<file path="config.mk">
export PLATFORM = sky130hd
export DESIGN_NAME = sync_status_power_control_regs
export DESIGN_NICKNAME = d
export VERILOG_FILES = /design/src/rtl/sync_regs_pkg.sv /design/src/rtl/sync_activity_detector.sv /design/src/rtl/sync_status_power_control_regs.sv
export SDC_FILE = /design/constraint.sdc
export NUM_CORES = 1
export LEC_CHECK = 0
export BUFFER_PORTS_ARGS = -buffer_cell sky130_fd_sc_hd__buf_2
export CORE_ASPECT_RATIO = 1.4
export CORE_MARGIN = 2
export CORE_UTILIZATION = 30
export DETAILED_ROUTE_END_ITERATION = 12
export GPL_TIMING_DRIVEN = 0
export HOLD_SLACK_MARGIN = 0.03
export SYNTH_ARGS = -nofsm -noshare
export SYNTH_HDL_FRONTEND = slang
export SYNTH_SLANG_ARGS = --single-unit
</file>
<file path="constraint.sdc">
create_clock -name clock_i -period 5.7 [get_ports clock_i]
set_input_delay 0.285 -clock clock_i [delete_from_list [all_inputs] [get_ports clock_i]]
set_output_delay 0.285 -clock clock_i [all_outputs]
set_load 0.005 [all_outputs]
</file>
<file path="src/rtl/sync_regs_pkg.sv">
// constants, register map and carrier types of the sync status and power control slice
package sync_regs_pkg;
	// clock and timing
	localparam int CLOCK_HZ = 25_000_000;
	localparam int SEP_TICK_HZ = 5_000_000;
	localparam int SEP_DIV = CLOCK_HZ / SEP_TICK_HZ;
	localparam int HS_TIMEOUT_US = 100;
	localparam int HS_TIMEOUT_CYCLES = (CLOCK_HZ / 1_000_000) * HS_TIMEOUT_US;
	localparam int VS_TIMEOUT_MS = 100;
	localparam int VS_TIMEOUT_CYCLES = (CLOCK_HZ / 1_000) * VS_TIMEOUT_MS;
	localparam int HS_RUN_W = 12;
	localparam int VS_RUN_W = 22;
	localparam int LINE_W = 12;
	localparam int PIXEL_W = 48;
	localparam int DCLK_W = 2;

	// register offsets
	localparam logic [7:0] POWER_CTRL_ADDR = 8'h0F;
	localparam logic [7:0] SLICER_CLAMP_ADDR = 8'h10;
	localparam logic [7:0] SEP_THRESH_ADDR = 8'h11;
	localparam logic [7:0] PRE_WINDOW_ADDR = 8'h12;
	localparam logic [7:0] POST_WINDOW_ADDR = 8'h13;
	localparam logic [7:0] STATUS_ADDR = 8'h14;

	// field positions
	localparam int POWER_BIT = 1;
	localparam int SLICER_LSB = 3;
	localparam int SLICER_MSB = 7;
	localparam int RED_CLAMP_BIT = 2;
	localparam int BLUE_CLAMP_BIT = 1;
	localparam int ST_HS_ACT = 7;
	localparam int ST_AHS = 6;
	localparam int ST_HS_POL = 5;
	localparam int ST_VS_ACT = 4;
	localparam int ST_AVS = 3;
	localparam int ST_VS_POL = 2;
	localparam int ST_GS_ACT = 1;
	localparam int ST_FW_POL = 0;

	// reset values
	localparam logic POWER_RESET = 1'h1;
	localparam logic [4:0] SLICER_RESET = 5'h0F;
	localparam logic CLAMP_RESET = 1'h0;
	localparam logic [7:0] SEP_THRESH_RESET = 8'h20;
	localparam logic [7:0] PRE_WINDOW_RESET = 8'h00;
	localparam logic [7:0] POST_WINDOW_RESET = 8'h00;

	// register bus request
	typedef struct packed {
		logic [7:0] addr;
		logic [7:0] wdata;
		logic write;
		logic read;
	} bus_req_t;

	// detector results
	typedef struct packed {
		logic active;
		logic polarity;
		logic level;
		logic lead;
	} sync_stat_t;
endpackage : sync_regs_pkg

</file>
<file path="src/rtl/sync_activity_detector.sv">
// activity, polarity and leading edge detector for one asynchronous sync pin
module sync_activity_detector #(
	parameter int TIMEOUT = 2500,
	parameter int RUN_W = 12
) (
	// clock and reset
	input wire logic clock_i,
	input wire logic rst_n_i,
	// pin and result
	input wire logic pin_i,
	output sync_regs_pkg::sync_stat_t stat_o
);
	localparam int IDLE_W = $clog2(TIMEOUT + 1);
	localparam logic [IDLE_W-1:0] IDLE_LAST = IDLE_W'(TIMEOUT - 1);

	logic meta_reg;
	logic level_reg;
	logic last_reg;
	logic [IDLE_W-1:0] idle_reg;
	logic active_reg;
	logic [RUN_W-1:0] run_reg;
	logic [RUN_W-1:0] high_len_reg;
	logic [RUN_W-1:0] low_len_reg;
	logic polarity_reg;
	logic edge_seen;

	////////////////////////////////////////////////////////////////
	// two flops before any logic, a third for edge finding
	// kept out of reset so a pin idling high gives no false edge after reset
	always_ff @(posedge clock_i) begin
		meta_reg <= pin_i;
		level_reg <= meta_reg;
		last_reg <= level_reg;
	end

	assign edge_seen = level_reg ^ last_reg;

	////////////////////////////////////////////////////////////////
	// activity: a static pin, high or low, times out
	always_ff @(posedge clock_i) begin
		if (!rst_n_i) begin
			idle_reg <= '0;
			active_reg <= 1'h0;
		end else if (edge_seen) begin
			idle_reg <= '0;
			active_reg <= 1'h1;
		end else if (idle_reg == IDLE_LAST) begin
			active_reg <= 1'h0;
		end else begin
			idle_reg <= idle_reg + 1'h1;
		end
	end

	////////////////////////////////////////////////////////////////
	// polarity: the shorter level is the pulse
	always_ff @(posedge clock_i) begin
		if (!rst_n_i) begin
			run_reg <= '0;
			high_len_reg <= '0;
			low_len_reg <= '0;
			polarity_reg <= 1'h0;
		end else begin
			if (edge_seen) begin
				run_reg <= '0;
				if (last_reg) begin
					high_len_reg <= run_reg;
				end else begin
					low_len_reg <= run_reg;
				end
			end else if (run_reg != '1) begin
				run_reg <= run_reg + 1'h1;
			end
			polarity_reg <= high_len_reg < low_len_reg;
		end
	end

	assign stat_o = '{active: active_reg, polarity: polarity_reg, level: level_reg,
		lead: edge_seen && (level_reg == polarity_reg)};
endmodule : sync_activity_detector

</file>
<file path="src/rtl/sync_status_power_control_regs.sv">
// power, slicer, clamp, separator, freewheel and sync status registers
// What this block does
// - power bit 0 powers down, 1 runs
// - power-down tri-states sync, clocks, 48 data
// - green sync slicer output always keeps driving
// - references, sync logic, registers run during power-down
// - five-bit slicer threshold, 10 mV steps, default 15
// - red clamp select ground or midscale
// - blue clamp select ground or midscale
// - separator counts 5 MHz ticks to threshold
// - freewheel starts pre-window lines before vsync
// - freewheel held post-window lines after vsync
// - status bit 7 shows hsync activity
// - active horizontal source from detects or override
// - status bit 5 shows hsync polarity
// - status bit 4 shows vsync activity
// - active vertical source from detect or override
// - status bit 2 shows vsync polarity
// - status bit 1 shows green sync activity
// - status bit 0 shows freewheel input polarity
module sync_status_power_control_regs #(
	parameter int VS_TIMEOUT = sync_regs_pkg::VS_TIMEOUT_CYCLES,
	parameter int HS_TIMEOUT = sync_regs_pkg::HS_TIMEOUT_CYCLES,
	parameter int LINE_W = sync_regs_pkg::LINE_W
) (
	// clock and reset
	input wire logic clock_i,
	input wire logic rst_n_i,
	// register port
	input wire logic [7:0] addr_i,
	input wire logic [7:0] wdata_i,
	input wire logic write_i,
	input wire logic read_i,
	output logic [7:0] rdata_o,
	// source selects from the neighbouring register
	input wire logic h_override_i,
	input wire logic h_select_i,
	input wire logic v_override_i,
	input wire logic v_select_i,
	// sync pins
	input wire logic hsync_i,
	input wire logic green_embedded_sync_i,
	input wire logic vsync_i,
	input wire logic freewheel_i,
	// datapath from the converters
	input wire logic [sync_regs_pkg::PIXEL_W-1:0] pixel_data_i,
	input wire logic [sync_regs_pkg::DCLK_W-1:0] pixel_data_clock_i,
	// three-state outputs
	output logic [sync_regs_pkg::PIXEL_W-1:0] pixel_data_o,
	output logic [sync_regs_pkg::PIXEL_W-1:0] pixel_data_oe_o,
	output logic [sync_regs_pkg::DCLK_W-1:0] pixel_data_clock_out_o,
	output logic [sync_regs_pkg::DCLK_W-1:0] pixel_data_clock_out_oe_o,
	output logic horizontal_sync_out_o,
	output logic horizontal_sync_out_oe_o,
	output logic vertical_sync_out_o,
	output logic vertical_sync_out_oe_o,
	output logic green_sync_slicer_out_o,
	output logic green_sync_slicer_out_oe_o,
	// analog and pll controls
	output logic low_power_o,
	output logic [4:0] slicer_threshold_o,
	output logic red_clamp_mid_o,
	output logic blue_clamp_mid_o,
	output logic pll_freewheel_o,
	output logic active_horizontal_source_o,
	output logic active_vertical_source_o
);
	sync_regs_pkg::bus_req_t req;
	sync_regs_pkg::sync_stat_t hs;
	sync_regs_pkg::sync_stat_t gs;
	sync_regs_pkg::sync_stat_t vs;
	sync_regs_pkg::sync_stat_t fw;

	logic low_power_select_reg;
	logic [4:0] slicer_reg;
	logic red_clamp_reg;
	logic blue_clamp_reg;
	logic [7:0] sep_thresh_reg;
	logic [7:0] pre_reg;
	logic [7:0] post_reg;
	logic [7:0] rdata_reg;
	logic [7:0] status;
	logic active_horizontal_source;
	logic active_vertical_source;
	logic [2:0] tick_div_reg;
	logic sep_tick;
	logic [7:0] sep_cnt_reg;
	logic sep_reg;
	logic h_lead;
	logic v_act;
	logic v_act_last_reg;
	logic [LINE_W-1:0] line_cnt_reg;
	logic [LINE_W-1:0] period_reg;
	logic [LINE_W-1:0] lines_left;
	logic pre_act;
	logic [7:0] post_cnt_reg;
	logic [sync_regs_pkg::PIXEL_W-1:0] pixel_reg;
	logic [sync_regs_pkg::DCLK_W-1:0] dclk_reg;
	logic h_out_reg;
	logic v_out_reg;

	assign req = '{addr: addr_i, wdata: wdata_i, write: write_i, read: read_i};

	////////////////////////////////////////////////////////////////
	// detectors keep running in power-down
	// sync detection live
	sync_activity_detector #(.TIMEOUT(HS_TIMEOUT), .RUN_W(sync_regs_pkg::HS_RUN_W)) hs_det (
		.clock_i(clock_i),
		.rst_n_i(rst_n_i),
		.pin_i(hsync_i),
		.stat_o(hs)
	);
	sync_activity_detector #(.TIMEOUT(HS_TIMEOUT), .RUN_W(sync_regs_pkg::HS_RUN_W)) gs_det (
		.clock_i(clock_i),
		.rst_n_i(rst_n_i),
		.pin_i(green_embedded_sync_i),
		.stat_o(gs)
	);
	sync_activity_detector #(.TIMEOUT(VS_TIMEOUT), .RUN_W(sync_regs_pkg::VS_RUN_W)) vs_det (
		.clock_i(clock_i),
		.rst_n_i(rst_n_i),
		.pin_i(vsync_i),
		.stat_o(vs)
	);
	sync_activity_detector #(.TIMEOUT(VS_TIMEOUT), .RUN_W(sync_regs_pkg::VS_RUN_W)) fw_det (
		.clock_i(clock_i),
		.rst_n_i(rst_n_i),
		.pin_i(freewheel_i),
		.stat_o(fw)
	);

	////////////////////////////////////////////////////////////////
	// writable registers
	always_ff @(posedge clock_i) begin
		if (!rst_n_i) begin
			low_power_select_reg <= sync_regs_pkg::POWER_RESET;
			slicer_reg <= sync_regs_pkg::SLICER_RESET;
			red_clamp_reg <= sync_regs_pkg::CLAMP_RESET;
			blue_clamp_reg <= sync_regs_pkg::CLAMP_RESET;
			sep_thresh_reg <= sync_regs_pkg::SEP_THRESH_RESET;
			pre_reg <= sync_regs_pkg::PRE_WINDOW_RESET;
			post_reg <= sync_regs_pkg::POST_WINDOW_RESET;
		end else if (req.write) begin
			case (req.addr)
				sync_regs_pkg::POWER_CTRL_ADDR: begin
					low_power_select_reg <= req.wdata[sync_regs_pkg::POWER_BIT];
				end
				// slicer threshold, red clamp, blue clamp
				sync_regs_pkg::SLICER_CLAMP_ADDR: begin
					slicer_reg <= req.wdata[sync_regs_pkg::SLICER_MSB:sync_regs_pkg::SLICER_LSB];
					red_clamp_reg <= req.wdata[sync_regs_pkg::RED_CLAMP_BIT];
					blue_clamp_reg <= req.wdata[sync_regs_pkg::BLUE_CLAMP_BIT];
				end
				sync_regs_pkg::SEP_THRESH_ADDR: begin
					sep_thresh_reg <= req.wdata;
				end
				sync_regs_pkg::PRE_WINDOW_ADDR: begin
					pre_reg <= req.wdata;
				end
				sync_regs_pkg::POST_WINDOW_ADDR: begin
					post_reg <= req.wdata;
				end
				default: begin
				end
			endcase
		end
	end

	assign low_power_o = !low_power_select_reg;
	assign slicer_threshold_o = slicer_reg;
	assign red_clamp_mid_o = red_clamp_reg;
	assign blue_clamp_mid_o = blue_clamp_reg;

	////////////////////////////////////////////////////////////////
	// source selection
	// horizontal source
	assign active_horizontal_source = (h_override_i || (hs.active == gs.active)) ? h_select_i : gs.active;
	assign active_vertical_source = v_override_i ? v_select_i : !vs.active;
	assign active_horizontal_source_o = active_horizontal_source;
	assign active_vertical_source_o = active_vertical_source;

	// hsync activity, both sources, hsync polarity, vsync activity, vsync polarity, green activity, freewheel polarity
	always_comb begin
		status = 8'h00;
		status[sync_regs_pkg::ST_HS_ACT] = hs.active;
		status[sync_regs_pkg::ST_AHS] = active_horizontal_source;
		status[sync_regs_pkg::ST_HS_POL] = hs.polarity;
		status[sync_regs_pkg::ST_VS_ACT] = vs.active;
		status[sync_regs_pkg::ST_AVS] = active_vertical_source;
		status[sync_regs_pkg::ST_VS_POL] = vs.polarity;
		status[sync_regs_pkg::ST_GS_ACT] = gs.active;
		status[sync_regs_pkg::ST_FW_POL] = fw.polarity;
	end

	////////////////////////////////////////////////////////////////
	// read port, data valid only in the cycle after the strobe
	always_ff @(posedge clock_i) begin
		if (!rst_n_i) begin
			rdata_reg <= 8'h00;
		end else if (!req.read) begin
			rdata_reg <= 8'h00;
		end else begin
			case (req.addr)
				sync_regs_pkg::POWER_CTRL_ADDR: rdata_reg <= 8'(low_power_select_reg) << sync_regs_pkg::POWER_BIT;
				sync_regs_pkg::SLICER_CLAMP_ADDR: rdata_reg <= {slicer_reg, red_clamp_reg, blue_clamp_reg, 1'h0};
				sync_regs_pkg::SEP_THRESH_ADDR: rdata_reg <= sep_thresh_reg;
				sync_regs_pkg::PRE_WINDOW_ADDR: rdata_reg <= pre_reg;
				sync_regs_pkg::POST_WINDOW_ADDR: rdata_reg <= post_reg;
				sync_regs_pkg::STATUS_ADDR: rdata_reg <= status;
				default: rdata_reg <= 8'h00;
			endcase
		end
	end

	assign rdata_o = rdata_reg;

	////////////////////////////////////////////////////////////////
	// sync separator on a 5 MHz tick from the system clock
	always_ff @(posedge clock_i) begin
		if (!rst_n_i) begin
			tick_div_reg <= 3'h0;
		end else if (tick_div_reg == 3'(sync_regs_pkg::SEP_DIV - 1)) begin
			tick_div_reg <= 3'h0;
		end else begin
			tick_div_reg <= tick_div_reg + 3'h1;
		end
	end

	assign sep_tick = tick_div_reg == 3'h0;

	// horizontal pulses end before the count runs out, so only vertical flips the output
	// separator count
	always_ff @(posedge clock_i) begin
		if (!rst_n_i) begin
			sep_cnt_reg <= 8'h00;
			sep_reg <= 1'h0;
		end else if (gs.level == sep_reg) begin
			sep_cnt_reg <= 8'h00;
		end else if (sep_tick) begin
			if (sep_cnt_reg + 8'h01 >= sep_thresh_reg) begin
				sep_reg <= gs.level;
				sep_cnt_reg <= 8'h00;
			end else begin
				sep_cnt_reg <= sep_cnt_reg + 8'h01;
			end
		end
	end

	////////////////////////////////////////////////////////////////
	// freewheel windows in horizontal periods
	assign h_lead = active_horizontal_source ? gs.lead : hs.lead;
	assign v_act = active_vertical_source ? (sep_reg == gs.polarity) : (vs.level == vs.polarity);

	// period learnt from the last frame; the pre window predicts the next vertical edge
	// pre window
	always_ff @(posedge clock_i) begin
		if (!rst_n_i) begin
			v_act_last_reg <= 1'h0;
			line_cnt_reg <= '0;
			period_reg <= '0;
		end else begin
			v_act_last_reg <= v_act;
			if (v_act && !v_act_last_reg) begin
				period_reg <= line_cnt_reg;
				line_cnt_reg <= '0;
			end else if (h_lead && line_cnt_reg != '1) begin
				line_cnt_reg <= line_cnt_reg + 1'h1;
			end
		end
	end

	assign lines_left = period_reg - line_cnt_reg;
	assign pre_act = (pre_reg != 8'h00) && (period_reg != '0) && (line_cnt_reg <= period_reg)
		&& (lines_left < LINE_W'(pre_reg));

	always_ff @(posedge clock_i) begin
		if (!rst_n_i) begin
			post_cnt_reg <= 8'h00;
		end else if (v_act) begin
			post_cnt_reg <= post_reg;
		end else if (h_lead && post_cnt_reg != 8'h00) begin
			post_cnt_reg <= post_cnt_reg - 8'h01;
		end
	end

	assign pll_freewheel_o = v_act || pre_act || (post_cnt_reg != 8'h00);

	////////////////////////////////////////////////////////////////
	// output stage
	always_ff @(posedge clock_i) begin
		if (!rst_n_i) begin
			pixel_reg <= '0;
			dclk_reg <= '0;
			h_out_reg <= 1'h0;
			v_out_reg <= 1'h0;
		end else begin
			pixel_reg <= pixel_data_i;
			dclk_reg <= pixel_data_clock_i;
			h_out_reg <= active_horizontal_source ? gs.level : hs.level;
			v_out_reg <= v_act;
		end
	end

	assign pixel_data_o = pixel_reg;
	assign pixel_data_clock_out_o = dclk_reg;
	assign horizontal_sync_out_o = h_out_reg;
	assign vertical_sync_out_o = v_out_reg;
	assign pixel_data_oe_o = {sync_regs_pkg::PIXEL_W{low_power_select_reg}};
	assign pixel_data_clock_out_oe_o = {sync_regs_pkg::DCLK_W{low_power_select_reg}};
	assign horizontal_sync_out_oe_o = low_power_select_reg;
	assign vertical_sync_out_oe_o = low_power_select_reg;
	assign green_sync_slicer_out_o = gs.level;
	assign green_sync_slicer_out_oe_o = 1'h1;
endmodule : sync_status_power_control_regs

</file>
======== After elaboration in Yosys (flattened, before gate mapping) ========
Cells that the tools add are included.
storage, ports and cells
  register bits ........................... 405
  word-level logic and storage cells ...... 161
  input port bits ......................... 78
  output and inout bits ................... 125
cells by class
  eq/ne operators ......................... 21
  bitwise logic cells ..................... 10
  add/subtract/negate cells ............... 12
  order comparisons ....................... 7
  mux-type cells .......................... 15
  reduce and logical (&&, ||, !) cells .... 44
operators with widths
  operator               number
  $add 22x1->22 const B  3
  $add 12x1->12 const B  5
  $pmux 8 s6             1
  $lt 22x22->1           2
  $ne 22x22->1 const B   2
  $eq 8x5->1 const B     5
  $ne 12x12->1 const B   3
  $reduce_and 2->1       14
  $eq 12x12->1 const B   2
  $lt 12x12->1           2
  $mux 8                 3
  $eq 22x22->1 const B   1
  $reduce_bool 8->1      2
  $reduce_or 2->1        7
  $le 12x12->1           1
  $lt 12x8->1            1
  $reduce_bool 12->1     1
  $sub 12x12->12         1
  $mux 1                 11
  $add 8x1->8 const B    1
  $eq 8x4->1 const B     1
  $ge 8x8->1             1
  $logic_and 1x1->1      8
  $reduce_bool 2->1      4
  10 further kinds       27

======== Longest topological paths before layout ========
Gate-level depths: netlist of run 1.
  depth after elaboration ................. 7
  mapped depth ............................ 16
  gate-level depth less buffers ........... 16

======== Hierarchy ========
From an unflattened synthesis of run 1, not the netlist that was laid out.
second synthesis, totals
  cell total of the unflattened synthesis .. 2198
  area, all modules ....................... 20250.7 um^2
modules (own cells, without submodules)
  module                                area each (um^2)  cells an instance  sequential area each (um^2)  times used
  sync_activity_detector at fw_det ...  4423.0            478                1861.8                       2
  sync_status_power_control_regs        6542.5            724                2722.6                       1
  sync_activity_detector at gs_det ...  2431.1            259                1061.0                       2

======== Worst setup path after synthesis of run 1 ========
No wires, ideal clock.
  kind .................................... register -> output
  from .................................... register line_cnt_reg[0]
  to ...................................... output port pll_freewheel_o
  cell stages (with the launch flop) ...... 16
  arrival ................................. 2.882 ns
  setup slack ............................. 2.533 ns
  buffers on the path ..................... 0
  data required time ...................... 5.415 ns
  path through ............................ dfxtp_1 -> ha_1 -> inv_1 -> fa_1 -> a211o_1 -> o211ai_1 -> nand2b_1 -> a21oi_1 -> xnor2_1 -> ha_1 -> a21o_1 -> nand2_1 -> nand3_1 -> a41oi_1 -> o311ai_1 -> o311ai_1
between the ends
  longest elaborated chain between the ends .. 5
  elaborated cells on any way between the ends .. 7
  those cells by class .................... add/sub (1); order compare (2); reduce/logical (4)
RTL lines
  item                                                     line                                                                          text
  start: declaration                                       sync_status_power_control_regs.sv:92                                          logic [LINE_W-1:0] line_cnt_reg;
  start signal: assignment                                 sync_status_power_control_regs.sv:267                                         line_cnt_reg <= line_cnt_reg + 1'h1;
  $sub 12x12->12 / $le 12x12->1 (equally long branches)    sync_status_power_control_regs.sv:272, sync_status_power_control_regs.sv:273
  $lt 12x8->1 / $logic_and 1x1->1 (equally long branches)  sync_status_power_control_regs.sv:274, sync_status_power_control_regs.sv:273
  $logic_and 1x1->1 *                                      sync_status_power_control_regs.sv:274                                         && (lines_left < LINE_W'(pre_reg));
  $logic_or 1x1->1 * (2 in a row)                          sync_status_power_control_regs.sv:286                                         assign pll_freewheel_o = v_act || pre_act || (post_cnt_reg != 8'h00);
  end: declaration                                         sync_status_power_control_regs.sv:64                                          output logic pll_freewheel_o,
Mark *: on every way between the ends. The rest lies on a longest branch, timed or not.

======== Worst setup path in the final report of run 1 ========
Ends and elaborated chain as after synthesis.

==> results of run 1 <==
==> report_power, final <==
group          total (W)  internal, W  switching [W]  leakage [nW]
clock network    0.00291      0.00176        0.00115         0.720
logic           0.000457     0.000200       0.000257          5.04
registers        0.00291      0.00288      0.0000350          3.29
total            0.00628      0.00484        0.00144          9.04
==> layout make-up <==
type / instances / area (sq um) / share of cell area [%]
Inverter: 119 / 447 / 1.97
Clock buffer: 56 / 1210 / 5.36
Sequential cell: 405 / 8110 / 35.8
Timing Repair Buffer: 255 / 1560 / 6.90
Clock inverter: 15 / 246 / 1.09
Buffer: 133 / 722 / 3.19
Multi-Input combinational cell: 1377 / 9310 / 41.1
Tap cell: 825 / 1030 / 4.56
==> routing by layer <==
layer / global-route usage (%) / share of wire [%] / vias to the layer above
met5: 0 / 0 / -
met3: 1.85 / 3.7 / 88
met1: 15.2 / 41 / 6951
met4: 5.54 / 3.3 / 0
li1: - / - / 7407
met2: 26.7 / 52 / 296
==> cell families after synthesis <==
logic type / Yosys count
buf+inv: 252
mux: 170
xor+xnor: 125
other cells: 1
flops: 405
compound gates: 213
fa+ha+maj: 113
simple gates: 755
==> how the worst max path moves through the flow <==
stage                            endpoint  cells after the start  slack, ns             from
after floorplan           pll_freewheel_o                     15       2.53  line_cnt_reg[0]
after global placement    pll_freewheel_o                     16       1.97  line_cnt_reg[0]
after detailed placement  pll_freewheel_o                     16       1.95  line_cnt_reg[0]
after CTS                 pll_freewheel_o                     16       1.36  line_cnt_reg[0]
after global routing      pll_freewheel_o                     16       1.08  line_cnt_reg[0]
final                     pll_freewheel_o                     16       1.42  line_cnt_reg[0]
==> synth_stat cells, types with 7 or more instances <==
cell	instances
a211oi_1	10
a21o_1	25
a21oi_1	73
a22oi_1	9
and2_1	52
and3_1	16
buf_4	53
clkbuf_1	65
dfxtp_1	405
ha_1	112
inv_1	119
mux2i_1	169
nand2_1	142
nand2b_1	11
nand3_1	75
nand4_1	31
nor2_1	314
nor3_1	24
nor4_1	16
o211ai_1	7
o21ai_0	31
or3_1	11
xnor2_1	52
xor2_1	73
==> through the flow <==
step / instance area, sq um / total power (W)
6_report: 22600 / 0.00628
3_3_place_gp: 20600 / 0.00339
3_5_place_dp: 20600 / 0.00340
4_1_cts: 22600 / 0.00637
2_1_floorplan: 18600 / 0.00325
5_1_grt: 22600 / 0.00652
==> flow_metrics.tcl, run 1 <==
set metrics [dict create \
    cts_setup_buffers 0 \
    path_class "flip-flop to output pin" \
    synth_top_family_by_area "simple AND/OR/NAND/NOR gates" \
    finalHoldViolCount 0 \
    cp-end-kind "output pin" \
    synth-simple-area-share_pct 19.7 \
    routabilityCongestion 0.861 \
    clockBufferDepth 3 \
    slowest_stage "dfxtp_1" \
    dp_slack_ns 1.95 \
    status "completed" \
    startpoint_type "flip-flop" \
    drv_slew 0 \
    synth_compound_area_share_pct 7.67 \
    syn_inst 2034 \
    required_ns 5.41 \
    drt-initial-drc-count 652 \
    utilization_pct 36.7 \
    crit_family "compound AO/OA/AOI/OAI gates" \
    hold_depth 2 \
    antenna_found_initial 0 \
    via_count 14700 \
    insertion_delay_ns 0.55 \
    final_cell_mix "dfxtp_1, nor2_1, buf_2" \
    cts.repair.resized 0 \
    p_leak_nw 9.04 \
    crit_path_cell_trace "ha_1 -> inv_1 -> fa_1 -> a211o_1 -> o211ai_1 -> nand2b_1 -> a21oi_1 -> xnor2_1 -> ha_1 -> a21o_1 -> nand2_1 -> nand3_1 -> a41oi_1 -> o311ai_1 -> o311ai_1 -> buf_2" \
    fin_tns_setup_ns 0 \
    post_route_cells_drive_above_1_share_pct 15.7 \
    nFillCells 6188 \
    routed_wl_um 45000 \
    area_growth_pct 21.8 \
    avgRoutedWirePerCell_um 14.1 \
    syn_area_sq_mm 0.0186 \
    cts_tree "yes" \
    max_freq_ghz 0.234 \
    io_pins 203 \
    drv_cap 0 \
    timing.final.ws_setup_ns 1.42 \
    hold_buffers 57 \
    largest_reg_flops 48 \
    grt_start_max_net_pins 56 \
    grt_pass1_vias 15200 \
    final_cells 3185 \
    ys_seq_area_share_pct 43.6 \
    grt_overflow 0 \
    ys_seq_elements 405 \
    dp_cells 3057 \
    max-slew-margin-rel_pct 28.1 \
    syn_nets 2225 \
    worst_slew_pin_slew_ns 1.08 \
    core_sq_mm 0.0616 \
    rsz0062_at_grt "false" \
    synth_flop_cell "dfxtp_1" \
    synth_cell_types 88 \
    min-delay-start "pixel_data_clock_i[1]" \
    dp_hpwl_um 33200 \
    reg2reg_depth 8 \
    die-area_sq_mm 0.0640 \
    clkTransAtPathRegs_ns 0.06 \
    track_usage_pct 13.9 \
    yosys.area.top_type "dfxtp_1" \
    die-height_um 299 \
    skew_ns 0.0269 \
    holdWs_ns 0.0479 \
    portBuffers 198 \
    reg2reg_slack_ns 2.79 \
    hold_path.class "input pin to flip-flop" \
    clock-root-buffer "clkbuf_16" \
    reg2reg_from "gs_det.level_reg" \
    synth.top_cell.area_share_pct 43.6 \
    h-tree-depth 2 \
    fin_crit_sh_pct 75.1 \
    rr_endpoint "line_cnt_reg[9]" \
    peakVddDrop_mv 0.169 \
    cp_max_fo 5 \
    vias_per_cell 4.63 \
    die_w_um 214 \
    synth_xor_area_share_pct 5.89 \
    crit_arrival_ns 3.99 \
    critPathBufInv 2 \
    synthTopCellsByArea "dfxtp_1, mux2i_1, ha_1" \
    pwr_density_cell_mw_per_mm2 277 \
    synth_edf_count 0 \
    finalSetupViolations 0 \
    cts_made_buffers 41 \
    final_common_cell "dfxtp_1" \
    antenna_cells 0 \
    yosysWarnings 0 \
    cts.sinks 405 \
    layout.nets 2523 \
    ant_nets 0 \
    rows 108 \
    synthArstFlopShare_pct 0 \
    first_pass_iters 5 \
    min_period_ns 4.28 \
    synthMuxAreaShare_pct 9.16 \
    synth_fa_ha_area_share_pct 7.65 \
    crit_path_max_incr_delay_ns 0.44 \
    grt_first_pass_wirelength_um 74700 \
    min_to "pixel_data_clock_out_o[1]" \
    syn_avg_cell_area_sq_um 9.14 \
    initial_core_util_pct 30.2 \
    drc_errors 0 \
]
(Power assumes the default switching activity.)
==> run 2, diff against run 1 <==
==> constraint.sdc (replaced) <==
create_clock -name clock_i -period 4.42 [get_ports clock_i]
set_input_delay 0.221 -clock clock_i [delete_from_list [all_inputs] [get_ports clock_i]]
set_output_delay 0.221 -clock clock_i [all_outputs]
set_load 0.005 [all_outputs]
==> run 2 against run 1 <==
  * First-iteration DRC count is 0.61% lower
  * Global-route usage hardly changed
  * Via count is 0.42% higher
  * Sequential power is 29% higher
  * Clock power is 29% higher
  * Setup slack worse by 1.1 ns
  * Count of clock-buffer cells in the layout stayed put
==> flow_metrics.tcl, run 2 (synthesized netlist as in run 1, its figures left out) <==
set metrics [dict create \
    peakVddDrop_mv 0.218 \
    antenna_cells 0 \
    grt_overflow 0 \
    cts_setup_buffers 0 \
    path_class "flip-flop to output pin" \
    area_growth_pct 22.2 \
    initial_core_util_pct 30.2 \
    track_usage_pct 13.9 \
    design_area_sq_mm 0.0227 \
    clock-root-buffer "clkbuf_16" \
    status "completed" \
    rsz0062_at_grt "false" \
    drv_slew 0 \
    cts.sinks 405 \
    antenna_found_initial 0 \
    cp-end-kind "output pin" \
    avgRoutedWirePerCell_um 14.1 \
    cts_made_buffers 41 \
    fin_crit_sh_pct 93.0 \
    worst_slew_pin_slew_ns 1.08 \
    grt_start_max_net_pins 56 \
    post_route_cells_drive_above_1_share_pct 15.8 \
    critPathBufInv 2 \
    routed_wl_um 45100 \
    hold_depth 4 \
    drc_errors 0 \
    grt_pass1_vias 15200 \
    dpl_cell_area_sq_mm 0.0206 \
    core_sq_mm 0.0616 \
    drt-initial-drc-count 648 \
    vias_per_cell 4.64 \
    crit_arrival_ns 3.89 \
    min-delay-start "h_select_i" \
    finalHoldViolCount 0 \
    crit_cells 16 \
    hold_path.class "input pin to flip-flop" \
    rows 108 \
    ant_nets 0 \
    crit_path_max_incr_delay_ns 0.42 \
    grt_first_pass_wirelength_um 74800 \
    crit_path_cell_trace "ha_1 -> inv_1 -> fa_1 -> a211o_1 -> o211ai_1 -> nand2b_1 -> a21oi_2 -> xnor2_1 -> ha_1 -> a21o_1 -> nand2_1 -> nand3_1 -> a41oi_1 -> o311ai_1 -> o311ai_1 -> buf_2" \
    cp_max_fo 5 \
    finalSetupViolations 0 \
    final_cell_mix "dfxtp_1, nor2_1, buf_2" \
    first_pass_iters 5 \
    via_count 14800 \
    portBuffers 198 \
    regArea_sq_mm 0.00811 \
    nFillCells 6179 \
    cts_tree "yes" \
    max-slew-margin-rel_pct 28.3 \
    slowest_stage "fa_1" \
    largest_reg_flops 48 \
    final_common_cell "dfxtp_1" \
    io_pins 203 \
    crit_family "compound AO/OA/AOI/OAI gates" \
    die_w_um 214 \
    reg2reg_from "gs_det.level_reg" \
    drv_cap 0 \
    min_period_ns 4.11 \
    required_ns 4.20 \
    insertion_delay_ns 0.55 \
    utilization_pct 36.9 \
    multi_input_area_sq_mm 0.00931 \
    clockBufferDepth 3 \
    routabilityCongestion 0.861 \
    die-area_sq_mm 0.0640 \
    p_leak_nw 9.07 \
    max_freq_ghz 0.243 \
    pwr_density_cell_mw_per_mm2 357 \
    h-tree-depth 2 \
    layout.nets 2529 \
    reg2reg_depth 8 \
    clkTransAtPathRegs_ns 0.06 \
    fin_tns_setup_ns 0 \
    startpoint_type "flip-flop" \
    crit_start "line_cnt_reg[0]" \
    skew_ns 0.0266 \
    dp_hpwl_um 33200 \
    holdWs_ns 0.112 \
    die-height_um 299 \
]
run 2: repair_timing:
item	4_1_cts	5_1_grt
hold buffers	63	0
setup endpoints to repair	0	1
endpoints found under the hold margin	88	0
resized for setup	0	2
run 2: power by group:
part / switching, W / internal, W
registers: 0.0000451 / 0.00371
logic: 0.000333 / 0.000262
clock network: 0.00148 / 0.00227
run 2: final timing paths:
check / slack (ns) / to
min: 0.11 / horizontal_sync_out_o
max reg2reg: 1.51 / line_cnt_reg[9]
max: 0.31 / pll_freewheel_o
min reg2reg: 0.33 / gs_det.level_reg
run 2: metal layers:
metal	track usage (%)	share of wire, %	routed length [um]	vias to the layer above
li1	-	-	-	7418
met1	15.2	41	18600	7000
met2	26.8	52	23300	296
met3	1.87	3.7	1660	90
met4	5.56	3.3	1510	0
met5	0	0	0	-
run 2: cell type report:
type,count,share of cell area [%]
buffer,133,3.18
clock buffer,56,5.34
clock inverter,15,1.09
inverter,119,1.97
multi-input combinational,1377,41.0
sequential,405,35.7
tap,825,4.55
timing repair buffer,261,7.14
run 2: tightest hold or removal path, delay by kind of cell:
kind,cells,cell delay [ns]
AOI/OAI and AO/OA,2,0.17
buffers and inverters,1,0.12
and+or+nand+nor,1,0.08
run 2: stage by stage:
step                setup slack [ns]  power [W]  cells
detailed placement             0.733    0.00439   3057
floorplan                       1.32    0.00419   2034
finish                         0.311    0.00811   3191
global placement               0.751    0.00438   3057
CTS                            0.147    0.00821   3191
global route                 0.00420    0.00842   3191
